`src/catx_defines.svh`:
```
// Offsets, field positions, reset values and thresholds of the block.
// Assumes inclusion by bare name from the package and the top module.
`ifndef CATX_DEFINES_SVH
`define CATX_DEFINES_SVH

`define CATX_AW            8
`define CATX_OFF_STATUS_MSG_IDENTIFIER     8'h00
`define CATX_OFF_RESPONSE_MSG_IDENTIFIER     8'h04
`define CATX_OFF_EVENT_MSG_IDENTIFIER     8'h08
`define CATX_OFF_MASK      8'h0C
`define CATX_OFF_FILT0     8'h10
`define CATX_OFF_FILT1     8'h14
`define CATX_OFF_CTRL      8'h18
`define CATX_OFF_PERIOD    8'h1C
`define CATX_OFF_STATUS    8'h20

`define CATX_CTRL_SCHED_EN 0
`define CATX_CTRL_PAYLOAD  1
`define CATX_CTRL_ACKSEL   2
`define CATX_CTRL_MESSAGE_TYPE_SELECT    3

`define CATX_ID_EXT_BIT    19
`define CATX_ID_CLEAN      32'hFFEB_FFFF
`define CATX_MASK_CLEAN    32'hFFEB_FFF8
`define CATX_RST_WORD      32'h0000_0000
`define CATX_RST_CTRL      4'h0
`define CATX_RST_PERIOD    16'hFFFF

`define CATX_PEND_SCHED    0
`define CATX_PEND_POWER    1
`define CATX_PEND_ACK      2
`define CATX_PEND_OVF      3
`define CATX_PEND_ERR      4
`define CATX_PEND_EVENT    5

`define CATX_WARN_HI       9'h05F
`define CATX_WARN_LO       9'h04F
`define CATX_PASS_HI       9'h07F
`define CATX_PASS_LO       9'h06F

`define CATX_DLC_NONE      4'h0
`define CATX_DLC_ERR       4'h3
`define CATX_DLC_IO        4'h6

`define CATX_RESP_OKAY     2'h0
`define CATX_RESP_SLVERR   2'h2

`endif

```
`src/catx_pkg.sv`:
```
// Types shared by the identifier and acceptance block.
// Assumes catx_defines.svh is on the include path.
`include "catx_defines.svh"

package catx_pkg;

  typedef enum logic [2:0] {
    KIND_SCHED,
    KIND_POWER,
    KIND_ACK,
    KIND_OVF,
    KIND_ERR,
    KIND_EVENT
  } catx_kind_e;

  typedef enum logic {
    TX_IDLE,
    TX_OFFER
  } catx_txst_e;

  typedef struct packed {
    catx_kind_e  kind;
    logic        ext;
    logic [10:0] sid;
    logic [17:0] eid;
    logic [3:0]  dlc;
    logic [63:0] data;
  } catx_txmsg_s;

  typedef struct packed {
    logic        ext;
    logic [10:0] sid;
    logic [17:0] eid;
  } catx_rxid_s;

  typedef struct packed {
    logic [2:0][31:0] txIdent;
    logic [31:0]      mask;
    logic [1:0][31:0] filt;
    logic [3:0]       ctrl;
    logic [15:0]      period;
    logic [15:0]      timer;
    logic [5:0]       pend;
    logic [1:0]       warnArm;
    logic [1:0]       passArm;
    catx_txst_e       txSt;
    catx_txmsg_s      msg;
    logic             reqAcc;
    logic             cmdAcc;
    logic             awHave;
    logic             wHave;
    logic [7:0]       awAddr;
    logic [31:0]      wData;
    logic [3:0]       wStrb;
    logic             bValid;
    logic [1:0]       bResp;
    logic             rValid;
    logic [1:0]       rResp;
    logic [31:0]      rData;
  } catx_state_s;

endpackage

```
`src/catx_top.sv`:
```
// Transmit identifier selection, message scheduling and acceptance filter.
// Assumes an AXI4-Lite master, a CAN engine that takes txMsg on a
// valid/ready handshake, and error counters supplied by the CAN core.
//
// How it works
// scheduled status message uses first identifier
// payload select adds I/O and analog data
// leaving sleep never triggers status message
// ack, overflow, error share second identifier
// ack and overflow carry no data
// error message: three bytes flags, TEC, REC
// one empty status message after power-up
// ack after each processed command, if selected
// overflow message when ack not selected
// error message above 95 or above 127
// warning re-arms at 79 or below
// passive re-arms at 111 or below
// edge/threshold events use third identifier
// wake by enabled input sends event message
// mask bit one compares, zero ignores
// standard frames ignore mask's three low bits
// extended frames force low extended mask bits
// mask frame-select bit gates frame type compare
// request filter and command filter
// accept only full match, drop others silently
// identifier frame-select picks 29 or 11 bits
// message type select masks fourth bit
// filter frame-select picks frame type
// separate re-arm per threshold per counter
`timescale 1ns/1ns
`include "catx_defines.svh"

module catx_top (
  // Clock and reset
  input  wire logic                 ref_clk,
  input  wire logic                 rst_b,
  // AXI4-Lite slave
  input  wire logic [7:0]           s_axi_awaddr,
  input  wire logic                 s_axi_awvalid,
  output logic                      s_axi_awready,
  input  wire logic [31:0]          s_axi_wdata,
  input  wire logic [3:0]           s_axi_wstrb,
  input  wire logic                 s_axi_wvalid,
  output logic                      s_axi_wready,
  output logic [1:0]                s_axi_bresp,
  output logic                      s_axi_bvalid,
  input  wire logic                 s_axi_bready,
  input  wire logic [7:0]           s_axi_araddr,
  input  wire logic                 s_axi_arvalid,
  output logic                      s_axi_arready,
  output logic [31:0]               s_axi_rdata,
  output logic [1:0]                s_axi_rresp,
  output logic                      s_axi_rvalid,
  input  wire logic                 s_axi_rready,
  // Received identifier
  input  wire logic                 rxValid,
  input  wire catx_pkg::catx_rxid_s rxId,
  output logic                      reqAccept,
  output logic                      cmdAccept,
  // Triggers
  input  wire logic                 cmdDone,
  input  wire logic                 rxOverflow,
  input  wire logic                 inputEdge,
  input  wire logic                 analogCross,
  input  wire logic                 wakeUp,
  input  wire logic                 wakeOnChange,
  // Error state and payload sources
  input  wire logic [8:0]           tec,
  input  wire logic [7:0]           rec,
  input  wire logic [7:0]           errorFlagByte,
  input  wire logic [7:0]           gpioValue,
  input  wire logic [39:0]          analogData,
  // Message to the CAN engine
  output logic                      txValid,
  input  wire logic                 txReady,
  output catx_pkg::catx_txmsg_s     txMsg
);

  ////////////////////////////////////////////////////////////////////////
  // Reset release
  logic rstMeta;
  logic rstSyncB;

  always_ff @(posedge ref_clk or negedge rst_b) begin
    if (!rst_b) begin
      rstMeta  <= 1'b0;
      rstSyncB <= 1'b0;
    end else begin
      rstMeta  <= 1'b1;
      rstSyncB <= rstMeta;
    end
  end

  ////////////////////////////////////////////////////////////////////////
  // Helpers
  function automatic logic [31:0] mergeStrb(input logic [31:0] oldW,
                                            input logic [31:0] newW,
                                            input logic [3:0]  strb);
    logic [31:0] res;
    res = oldW;
    for (int b = 0; b < 4; b++) begin
      if (strb[b]) begin
        res[b*8 +: 8] = newW[b*8 +: 8];
      end
    end
    return res;
  endfunction

  // Word: [31:24] std high, [23:16] std low, [15:8] ext mid, [7:0] ext low
  function automatic logic matchId(input catx_pkg::catx_rxid_s id,
                                   input logic [31:0] mw,
                                   input logic [31:0] fw,
                                   input logic        message_type_select);
    logic [10:0] mSid;
    logic [17:0] mEid;
    logic [10:0] fSid;
    logic [17:0] fEid;
    logic        ok;
    mSid = mw[31:21];
    mEid = {mw[17:16], mw[15:8], mw[7:3], 3'h0};
    fSid = fw[31:21];
    fEid = {fw[17:16], fw[15:0]};
    if (message_type_select) begin
      mSid[3] = 1'b0;
    end
    if (!id.ext) begin
      mSid[2:0] = 3'h0;
    end
    ok = ((id.sid ^ fSid) & mSid) == 11'h000;
    if (id.ext) begin
      ok = ok && (((id.eid ^ fEid) & mEid) == 18'h00000);
    end
    if (mw[`CATX_ID_EXT_BIT]) begin
      ok = ok && (id.ext == fw[`CATX_ID_EXT_BIT]);
    end
    return ok;
  endfunction

  function automatic catx_pkg::catx_txmsg_s buildMsg(
      input catx_pkg::catx_kind_e kind,
      input logic [31:0]          iw,
      input logic [3:0]           dlc,
      input logic [63:0]          data);
    catx_pkg::catx_txmsg_s m;
    m.kind = kind;
    m.ext  = iw[`CATX_ID_EXT_BIT];
    m.sid  = iw[31:21];
    m.eid  = {iw[17:16], iw[15:0]};
    m.dlc  = dlc;
    m.data = data;
    return m;
  endfunction

  ////////////////////////////////////////////////////////////////////////
  // State
  catx_pkg::catx_state_s s;
  catx_pkg::catx_state_s n;
  logic [5:0]            setV;
  logic [5:0]            clrV;
  logic [1:0]            warnFire;
  logic [1:0]            passFire;
  logic [8:0]            cnt [2];
  logic                  schedTick;
  logic [63:0]           ioPayload;
  logic [63:0]           errPayload;
  logic                  rdHit;
  logic [31:0]           rdWord;
  logic [31:0]           perWord;

  // Period merge kept outside the case: a call result cannot be sliced
  assign perWord = mergeStrb({16'h0000, s.period}, s.wData, s.wStrb);

  assign cnt[0]     = tec;
  assign cnt[1]     = {1'b0, rec};
  assign ioPayload  = {gpioValue, analogData, 16'h0000};
  assign errPayload = {errorFlagByte, tec[7:0], rec, 40'h00_0000_0000};

  assign s_axi_awready = !s.awHave && !s.bValid;
  assign s_axi_wready  = !s.wHave && !s.bValid;
  assign s_axi_bvalid  = s.bValid;
  assign s_axi_bresp   = s.bResp;
  assign s_axi_arready = !s.rValid;
  assign s_axi_rvalid  = s.rValid;
  assign s_axi_rresp   = s.rResp;
  assign s_axi_rdata   = s.rData;
  assign reqAccept     = s.reqAcc;
  assign cmdAccept     = s.cmdAcc;
  assign txValid       = s.txSt == catx_pkg::TX_OFFER;
  assign txMsg         = s.msg;

  always_comb begin
    rdHit  = 1'b1;
    rdWord = 32'h0000_0000;
    case (s_axi_araddr)
      `CATX_OFF_STATUS_MSG_IDENTIFIER:  rdWord = s.txIdent[0];
      `CATX_OFF_RESPONSE_MSG_IDENTIFIER:  rdWord = s.txIdent[1];
      `CATX_OFF_EVENT_MSG_IDENTIFIER:  rdWord = s.txIdent[2];
      `CATX_OFF_MASK:   rdWord = s.mask;
      `CATX_OFF_FILT0:  rdWord = s.filt[0];
      `CATX_OFF_FILT1:  rdWord = s.filt[1];
      `CATX_OFF_CTRL:   rdWord = {28'h000_0000, s.ctrl};
      `CATX_OFF_PERIOD: rdWord = {16'h0000, s.period};
      `CATX_OFF_STATUS: rdWord = {21'h00_0000, s.passArm, s.warnArm,
                                  s.pend, txValid};
      default:          rdHit  = 1'b0;
    endcase
  end

  always_comb begin
    n         = s;
    clrV      = 6'h00;
    schedTick = 1'b0;
    n.reqAcc  = rxValid && matchId(rxId, s.mask, s.filt[0],
                                   s.ctrl[`CATX_CTRL_MESSAGE_TYPE_SELECT]);
    n.cmdAcc  = rxValid && matchId(rxId, s.mask, s.filt[1],
                                   s.ctrl[`CATX_CTRL_MESSAGE_TYPE_SELECT]);

    // Waking restarts the interval rather than firing it
    if (!s.ctrl[`CATX_CTRL_SCHED_EN] || wakeUp) begin
      n.timer = 16'h0000;
    end else if (s.timer >= s.period) begin
      n.timer   = 16'h0000;
      schedTick = 1'b1;
    end else begin
      n.timer = s.timer + 16'h0001;
    end

    // Hysteresis: one arm bit per threshold per counter
    for (int i = 0; i < 2; i++) begin
      warnFire[i] = s.warnArm[i] && (cnt[i] > `CATX_WARN_HI);
      passFire[i] = s.passArm[i] && (cnt[i] > `CATX_PASS_HI);
      if (warnFire[i]) begin
        n.warnArm[i] = 1'b0;
      end else if (cnt[i] <= `CATX_WARN_LO) begin
        n.warnArm[i] = 1'b1;
      end
      if (passFire[i]) begin
        n.passArm[i] = 1'b0;
      end else if (cnt[i] <= `CATX_PASS_LO) begin
        n.passArm[i] = 1'b1;
      end
    end

    setV                   = 6'h00;
    setV[`CATX_PEND_SCHED] = schedTick;
    setV[`CATX_PEND_ACK]   = cmdDone && s.ctrl[`CATX_CTRL_ACKSEL];
    setV[`CATX_PEND_OVF]   = rxOverflow && !s.ctrl[`CATX_CTRL_ACKSEL];
    setV[`CATX_PEND_ERR]   = |{warnFire, passFire};
    setV[`CATX_PEND_EVENT] = inputEdge || analogCross || wakeOnChange;

    // Error first, status last; one message offered at a time
    case (s.txSt)
      catx_pkg::TX_IDLE: begin
        if (s.pend[`CATX_PEND_ERR]) begin
          n.msg = buildMsg(catx_pkg::KIND_ERR, s.txIdent[1],
                           `CATX_DLC_ERR, errPayload);
          clrV[`CATX_PEND_ERR] = 1'b1;
        end else if (s.pend[`CATX_PEND_OVF]) begin
          n.msg = buildMsg(catx_pkg::KIND_OVF, s.txIdent[1],
                           `CATX_DLC_NONE, 64'h0);
          clrV[`CATX_PEND_OVF] = 1'b1;
        end else if (s.pend[`CATX_PEND_ACK]) begin
          n.msg = buildMsg(catx_pkg::KIND_ACK, s.txIdent[1],
                           `CATX_DLC_NONE, 64'h0);
          clrV[`CATX_PEND_ACK] = 1'b1;
        end else if (s.pend[`CATX_PEND_EVENT]) begin
          n.msg = buildMsg(catx_pkg::KIND_EVENT, s.txIdent[2],
                           `CATX_DLC_IO, ioPayload);
          clrV[`CATX_PEND_EVENT] = 1'b1;
        end else if (s.pend[`CATX_PEND_POWER]) begin
          n.msg = buildMsg(catx_pkg::KIND_POWER, s.txIdent[0],
                           `CATX_DLC_NONE, 64'h0);
          clrV[`CATX_PEND_POWER] = 1'b1;
        end else if (s.pend[`CATX_PEND_SCHED]) begin
          if (s.ctrl[`CATX_CTRL_PAYLOAD]) begin
            n.msg = buildMsg(catx_pkg::KIND_SCHED, s.txIdent[0],
                             `CATX_DLC_IO, ioPayload);
          end else begin
            n.msg = buildMsg(catx_pkg::KIND_SCHED, s.txIdent[0],
                             `CATX_DLC_NONE, 64'h0);
          end
          clrV[`CATX_PEND_SCHED] = 1'b1;
        end
        if (|s.pend) begin
          n.txSt = catx_pkg::TX_OFFER;
        end
      end
      catx_pkg::TX_OFFER: begin
        if (txReady) begin
          n.txSt = catx_pkg::TX_IDLE;
        end
      end
      default: n.txSt = catx_pkg::TX_IDLE;
    endcase
    // A trigger in the loading cycle survives the clear
    n.pend = (s.pend & ~clrV) | setV;

    // Register write path
    if (s_axi_awvalid && s_axi_awready) begin
      n.awHave = 1'b1;
      n.awAddr = s_axi_awaddr;
    end
    if (s_axi_wvalid && s_axi_wready) begin
      n.wHave = 1'b1;
      n.wData = s_axi_wdata;
      n.wStrb = s_axi_wstrb;
    end
    if (s.bValid && s_axi_bready) begin
      n.bValid = 1'b0;
    end
    if (s.awHave && s.wHave) begin
      n.awHave = 1'b0;
      n.wHave  = 1'b0;
      n.bValid = 1'b1;
      n.bResp  = `CATX_RESP_OKAY;
      case (s.awAddr)
        `CATX_OFF_STATUS_MSG_IDENTIFIER:  n.txIdent[0] = mergeStrb(s.txIdent[0], s.wData,
                                          s.wStrb) & `CATX_ID_CLEAN;
        `CATX_OFF_RESPONSE_MSG_IDENTIFIER:  n.txIdent[1] = mergeStrb(s.txIdent[1], s.wData,
                                          s.wStrb) & `CATX_ID_CLEAN;
        `CATX_OFF_EVENT_MSG_IDENTIFIER:  n.txIdent[2] = mergeStrb(s.txIdent[2], s.wData,
                                          s.wStrb) & `CATX_ID_CLEAN;
        `CATX_OFF_MASK:   n.mask = mergeStrb(s.mask, s.wData,
                                          s.wStrb) & `CATX_MASK_CLEAN;
        `CATX_OFF_FILT0:  n.filt[0] = mergeStrb(s.filt[0], s.wData,
                                          s.wStrb) & `CATX_ID_CLEAN;
        `CATX_OFF_FILT1:  n.filt[1] = mergeStrb(s.filt[1], s.wData,
                                          s.wStrb) & `CATX_ID_CLEAN;
        `CATX_OFF_CTRL: begin
          if (s.wStrb[0]) begin
            n.ctrl = s.wData[3:0];
          end
        end
        `CATX_OFF_PERIOD: n.period = perWord[15:0];
        `CATX_OFF_STATUS: n.bResp = `CATX_RESP_OKAY;
        default:          n.bResp = `CATX_RESP_SLVERR;
      endcase
    end

    // Register read path
    if (s.rValid && s_axi_rready) begin
      n.rValid = 1'b0;
    end
    if (s_axi_arvalid && s_axi_arready) begin
      n.rValid = 1'b1;
      n.rData  = rdWord;
      n.rResp  = rdHit ? `CATX_RESP_OKAY : `CATX_RESP_SLVERR;
    end
  end

  always_ff @(posedge ref_clk or negedge rstSyncB) begin
    if (!rstSyncB) begin
      s                    <= '0;
      s.txIdent            <= {3{`CATX_RST_WORD}};
      s.mask               <= `CATX_RST_WORD;
      s.filt               <= {2{`CATX_RST_WORD}};
      s.ctrl               <= `CATX_RST_CTRL;
      s.period             <= `CATX_RST_PERIOD;
      s.pend               <= 6'h02;
      s.warnArm            <= 2'h3;
      s.passArm            <= 2'h3;
      s.txSt               <= catx_pkg::TX_IDLE;
    end else begin
      s <= n;
    end
  end
endmodule

```
`config.mk`:
```
export PLATFORM = sky130hd
export DESIGN_NAME = catx_top
export DESIGN_NICKNAME = d
export VERILOG_FILES = /design/src/catx_pkg.sv /design/src/catx_top.sv
export VERILOG_INCLUDE_DIRS = /design/src /design/src/src
export SDC_FILE = /design/constraint.sdc
export NUM_CORES = 1
export LEC_CHECK = 0
export BUFFER_PORTS_ARGS = -buffer_cell sky130_fd_sc_hd__buf_2
export CAP_MARGIN = 15
export CORE_ASPECT_RATIO = 1.1
export CORE_MARGIN = 4
export CORE_UTILIZATION = 30
export CTS_BUF_LIST = sky130_fd_sc_hd__clkbuf_4
export DETAILED_ROUTE_END_ITERATION = 10
export PLACE_DENSITY = 0.58
export SLEW_MARGIN = 0
export SYNTH_ARGS = -nofsm -noshare
export SYNTH_HDL_FRONTEND = slang
export SYNTH_SLANG_ARGS = --single-unit
```
`constraint.sdc`:
```
create_clock -name ref_clk -period 17.95 [get_ports ref_clk]
set_input_delay 2.6925 -clock ref_clk [delete_from_list [all_inputs] [get_ports ref_clk]]
set_output_delay 2.6925 -clock ref_clk [all_outputs]
set_load 0.1 [all_outputs]
```
==> impl_results.md <==
* Syn avg cell area at approximately 11 um2
* Setup WS pre-CTS at 12.51 ns
* PwrDens at 128 nW/um2
* Avg WL per Cell at 21.1 um
* Worst Reg-to-Reg Cells at 7
* Post-cts resize count at 0
* IO Count at 315
* Slowest-stage cell, CP: buf_2
* Synth Flop Type: dfrtp_1
* Hold Crit Class: flop to asynchronous set/reset pin
* Placed cell areas at about 21000 um2
* Post-synth EDFFs at 0
* FMAX at 0.212 GHz
* Initial antenna violation count at 16
* Tightest Pin Transition at ~1.1 ns
* IO Port Bufs at 288
* Initial cell density of the core at 0.302
* Mapped cell area at 19600 um2
* Startpoint Class: flop
* DR iter-0 viols at 1158
* Drt pass-1 iters at 7
* RePlAce Congestion at 0.926
* Setup slack, reg-to-reg at 14.36 ns
* Synth cell types at 65
* Cts hold-fix bufs at 0
* Crit Path Category: flop to output pin
* Ys async rst share at 1.00
* Worst setup EP type: output pin
* Core Area at 64900 um2
* Cells after Synth at 1741
* Vias in the first global route at approximately 15000
* Max Slew Vio Count at 0
* GR Overflow Total at 0
* Peak VDD IR at around 0.15 mV
* Reg clk slew, reported paths at 0.07 ns
* Main area contributors after synthesis: dfrtp_1 47%, mux2_2 14%, buf_4 5.6%, mux2i_1 4.4%, dfstp_2 2.8%
* Fill cell count at around 6600
* P&R area growth vs syn at 14.8%
* Worst-skew pair later-pin latency at 0.85 ns
* Std-Cell Rows at 98
* Leak at 11.1 nW
* Final hold violations at 0
* Tmin final at 4.72 ns
* Final Power at 2.88 mW
* Sequential share of the synthesized area at 0.499
* Share of layout cells above drive strength 1 at 0.377
* Vias/cell at around 4.9
* RSZ-0062 raised after global routing: no
* Crit-path cells: nor2_1 -> buf_2
* Synth warn at 0
* Post-CTS setup buffers at 0
* First-pass GRT wire length at 92.7 mm
* Seq cells post-synth at 390
* Final setup viols at 0
* Worst Slack Setup Final at 13.23 ns
* Final HPWL DP at 44.6 mm
* CP Data Required Time at ~15 ns
* Clock tree buffer depth at 3
* Largest net degree at the start of global routing at 96
* Root Buffer: clkbuf_4
* GRT Total Usage at 0.173
* Final worst-path cycle share at 0.263
* Leading area contributor after synthesis: dfrtp_1
* TritonCTS Buffers at 109
* Clock sink total at 390
* Status: finished clean
* Final wirelength at between 60 and 70 mm
* Drt drc at 0
* Data arrival, critical path at 2.02 ns
* Die area at 69500 um2
* Share of the synthesized area in the top cell type at 0.471
* DR vias at around 14000
* Post-layout nets at between 2000 and 2500
* Worst reg2reg path startpoint: s[196]
* H-tree level count at 3
* CTS tree: yes
* Post-route cell area at between 20000 and 25000 um2
* Die height at 276 um
* Worst Skew at 0.0626 ns
* Crit-path max FO at 8
* Slowest cell delay on critical path at around 0.48 ns
* DIE WIDTH at 252 um
* Max-slew headroom at 0.241
* Setup tns final at 0 ns
* Post-DRT Antenna Nets at 0
* Worst R2R End: txMsg[18]
* Max-Cap Viols at 0
[cell usage in the layout (no fill, tap or decap), types with 5 or more instances in the layout]
master / Yosys / layout
a21o_1: 6 / 6
a21oi_1: 65 / 65
a22o_1: 39 / 39
a22oi_1: 50 / 50
a32oi_1: 10 / 10
and3_1: 11 / 11
buf_2: 16 / 288
buf_4: 146 / 20
clkbuf_4: 0 / 173
clkinv_1: 0 / 18
conb_1: 2 / 22
dfrtp_1: 369 / 366
dfstp_2: 21 / 21
diode_2: 0 / 9
ha_1: 17 / 17
inv_1: 30 / 30
mux2_2: 237 / 237
mux2i_1: 86 / 86
mux4_2: 6 / 6
nand2_1: 143 / 143
nand3_1: 16 / 16
nand4_1: 10 / 10
nor2_1: 90 / 90
nor2b_1: 36 / 36
nor3_1: 12 / 12
o211ai_1: 5 / 5
o21ai_0: 104 / 103
o22ai_1: 16 / 16
o31ai_1: 5 / 5
xnor2_1: 5 / 5
xor2_1: 62 / 62
[cell usage after synthesis (12+ instances only)]
master    instances
dfrtp_1         369
a22oi_1          50
mux2i_1          86
mux2_2          237
inv_1            30
nand2_1         143
nor2_1           90
ha_1             17
nand3_1          16
buf_4           146
buf_2            16
o21ai_0         104
clkbuf_1         49
dfstp_2          21
a21oi_1          65
a22o_1           39
nor3_1           12
o22ai_1          16
xor2_1           62
nor2b_1          36
[per-stage QoR]
| step | hold slack, ns | instances | util |
|---|---|---|---|
| finish | 0.205 | 2911 | 0.347 |
| global route | 0.230 | 2904 | 0.346 |
| CTS | 0.204 | 2899 | 0.346 |
| detailed placement | 0.230 | 2697 | 0.323 |
| global placement | 0.225 | 2697 | 0.323 |
| floorplan | 0.331 | 1761 | - |
[registers in the layout, indices dropped and copies added (netlist names)]
register	cells
s	267
txMsg	84
s_axi_rdata	30
cmdAccept	1
reqAccept	1
rstMeta	1
rstSyncB	1
s_axi_bresp	1
s_axi_bvalid	1
s_axi_rresp	1
s_axi_rvalid	1
txValid	1
[cell families (layout without fill, tap and decap cells)]
family,Yosys count,after routing,share of synthesized area
other,2,31,0.000383
multiplexers,329,329,0.187
flip-flops,390,390,0.499
AND/OR/NAND/NOR,352,352,0.0845
XOR/XNOR,67,67,0.0299
adder cells (fa/ha/maj),17,17,0.0109
AO/OA/AOI/OAI,334,334,0.111
buffers and inverters,250,541,0.0769
[where the power goes]
group          switching [mW]  internal, mW
combinational           0.600         0.206
clock                   0.393         0.465
sequential              0.197          1.02
[routing by layer]
layer / vias up / wire, um / GRT usage
li1: 6600 / - / -
met1: 7125 / 26100 / 0.220
met2: 499 / 29300 / 0.286
met3: 104 / 4390 / 0.0460
met4: 6 / 1430 / 0.0589
met5: - / 43 / 0
[critical path: cells and delay by family, from the launching register on]
kind	cells	cell delay, ns
flops	1	0.45
buf+inv	1	0.48
simple gates	1	0.26
[how the worst max path moves through the flow]
stage	from	endpoint	slack [ns]
global placement	s_axi_araddr[2]	s_axi_rdata[23]	12.53
floorplan	rstSyncB	cmdAccept	6.31
finish	s[83]	s_axi_awready	13.23
detailed placement	s_axi_araddr[2]	s_axi_rdata[23]	12.51
global route	s[83]	s_axi_awready	13.09
CTS	s[83]	s_axi_awready	13.07
[final cells by class]
class / instances / area, um2 / share of cell area
clock inverters: 29 / 185 / 0.00823
multi-input cells: 1121 / 8400 / 0.373
diodes: 9 / 22.5 / 0.00100
well taps: 850 / 1060 / 0.0473
repair buffers: 309 / 1620 / 0.0720
inverters: 30 / 113 / 0.00501
flip-flops and latches: 390 / 9790 / 0.435
clock buffers: 173 / 1300 / 0.0577
(Power assumes the default switching activity.)
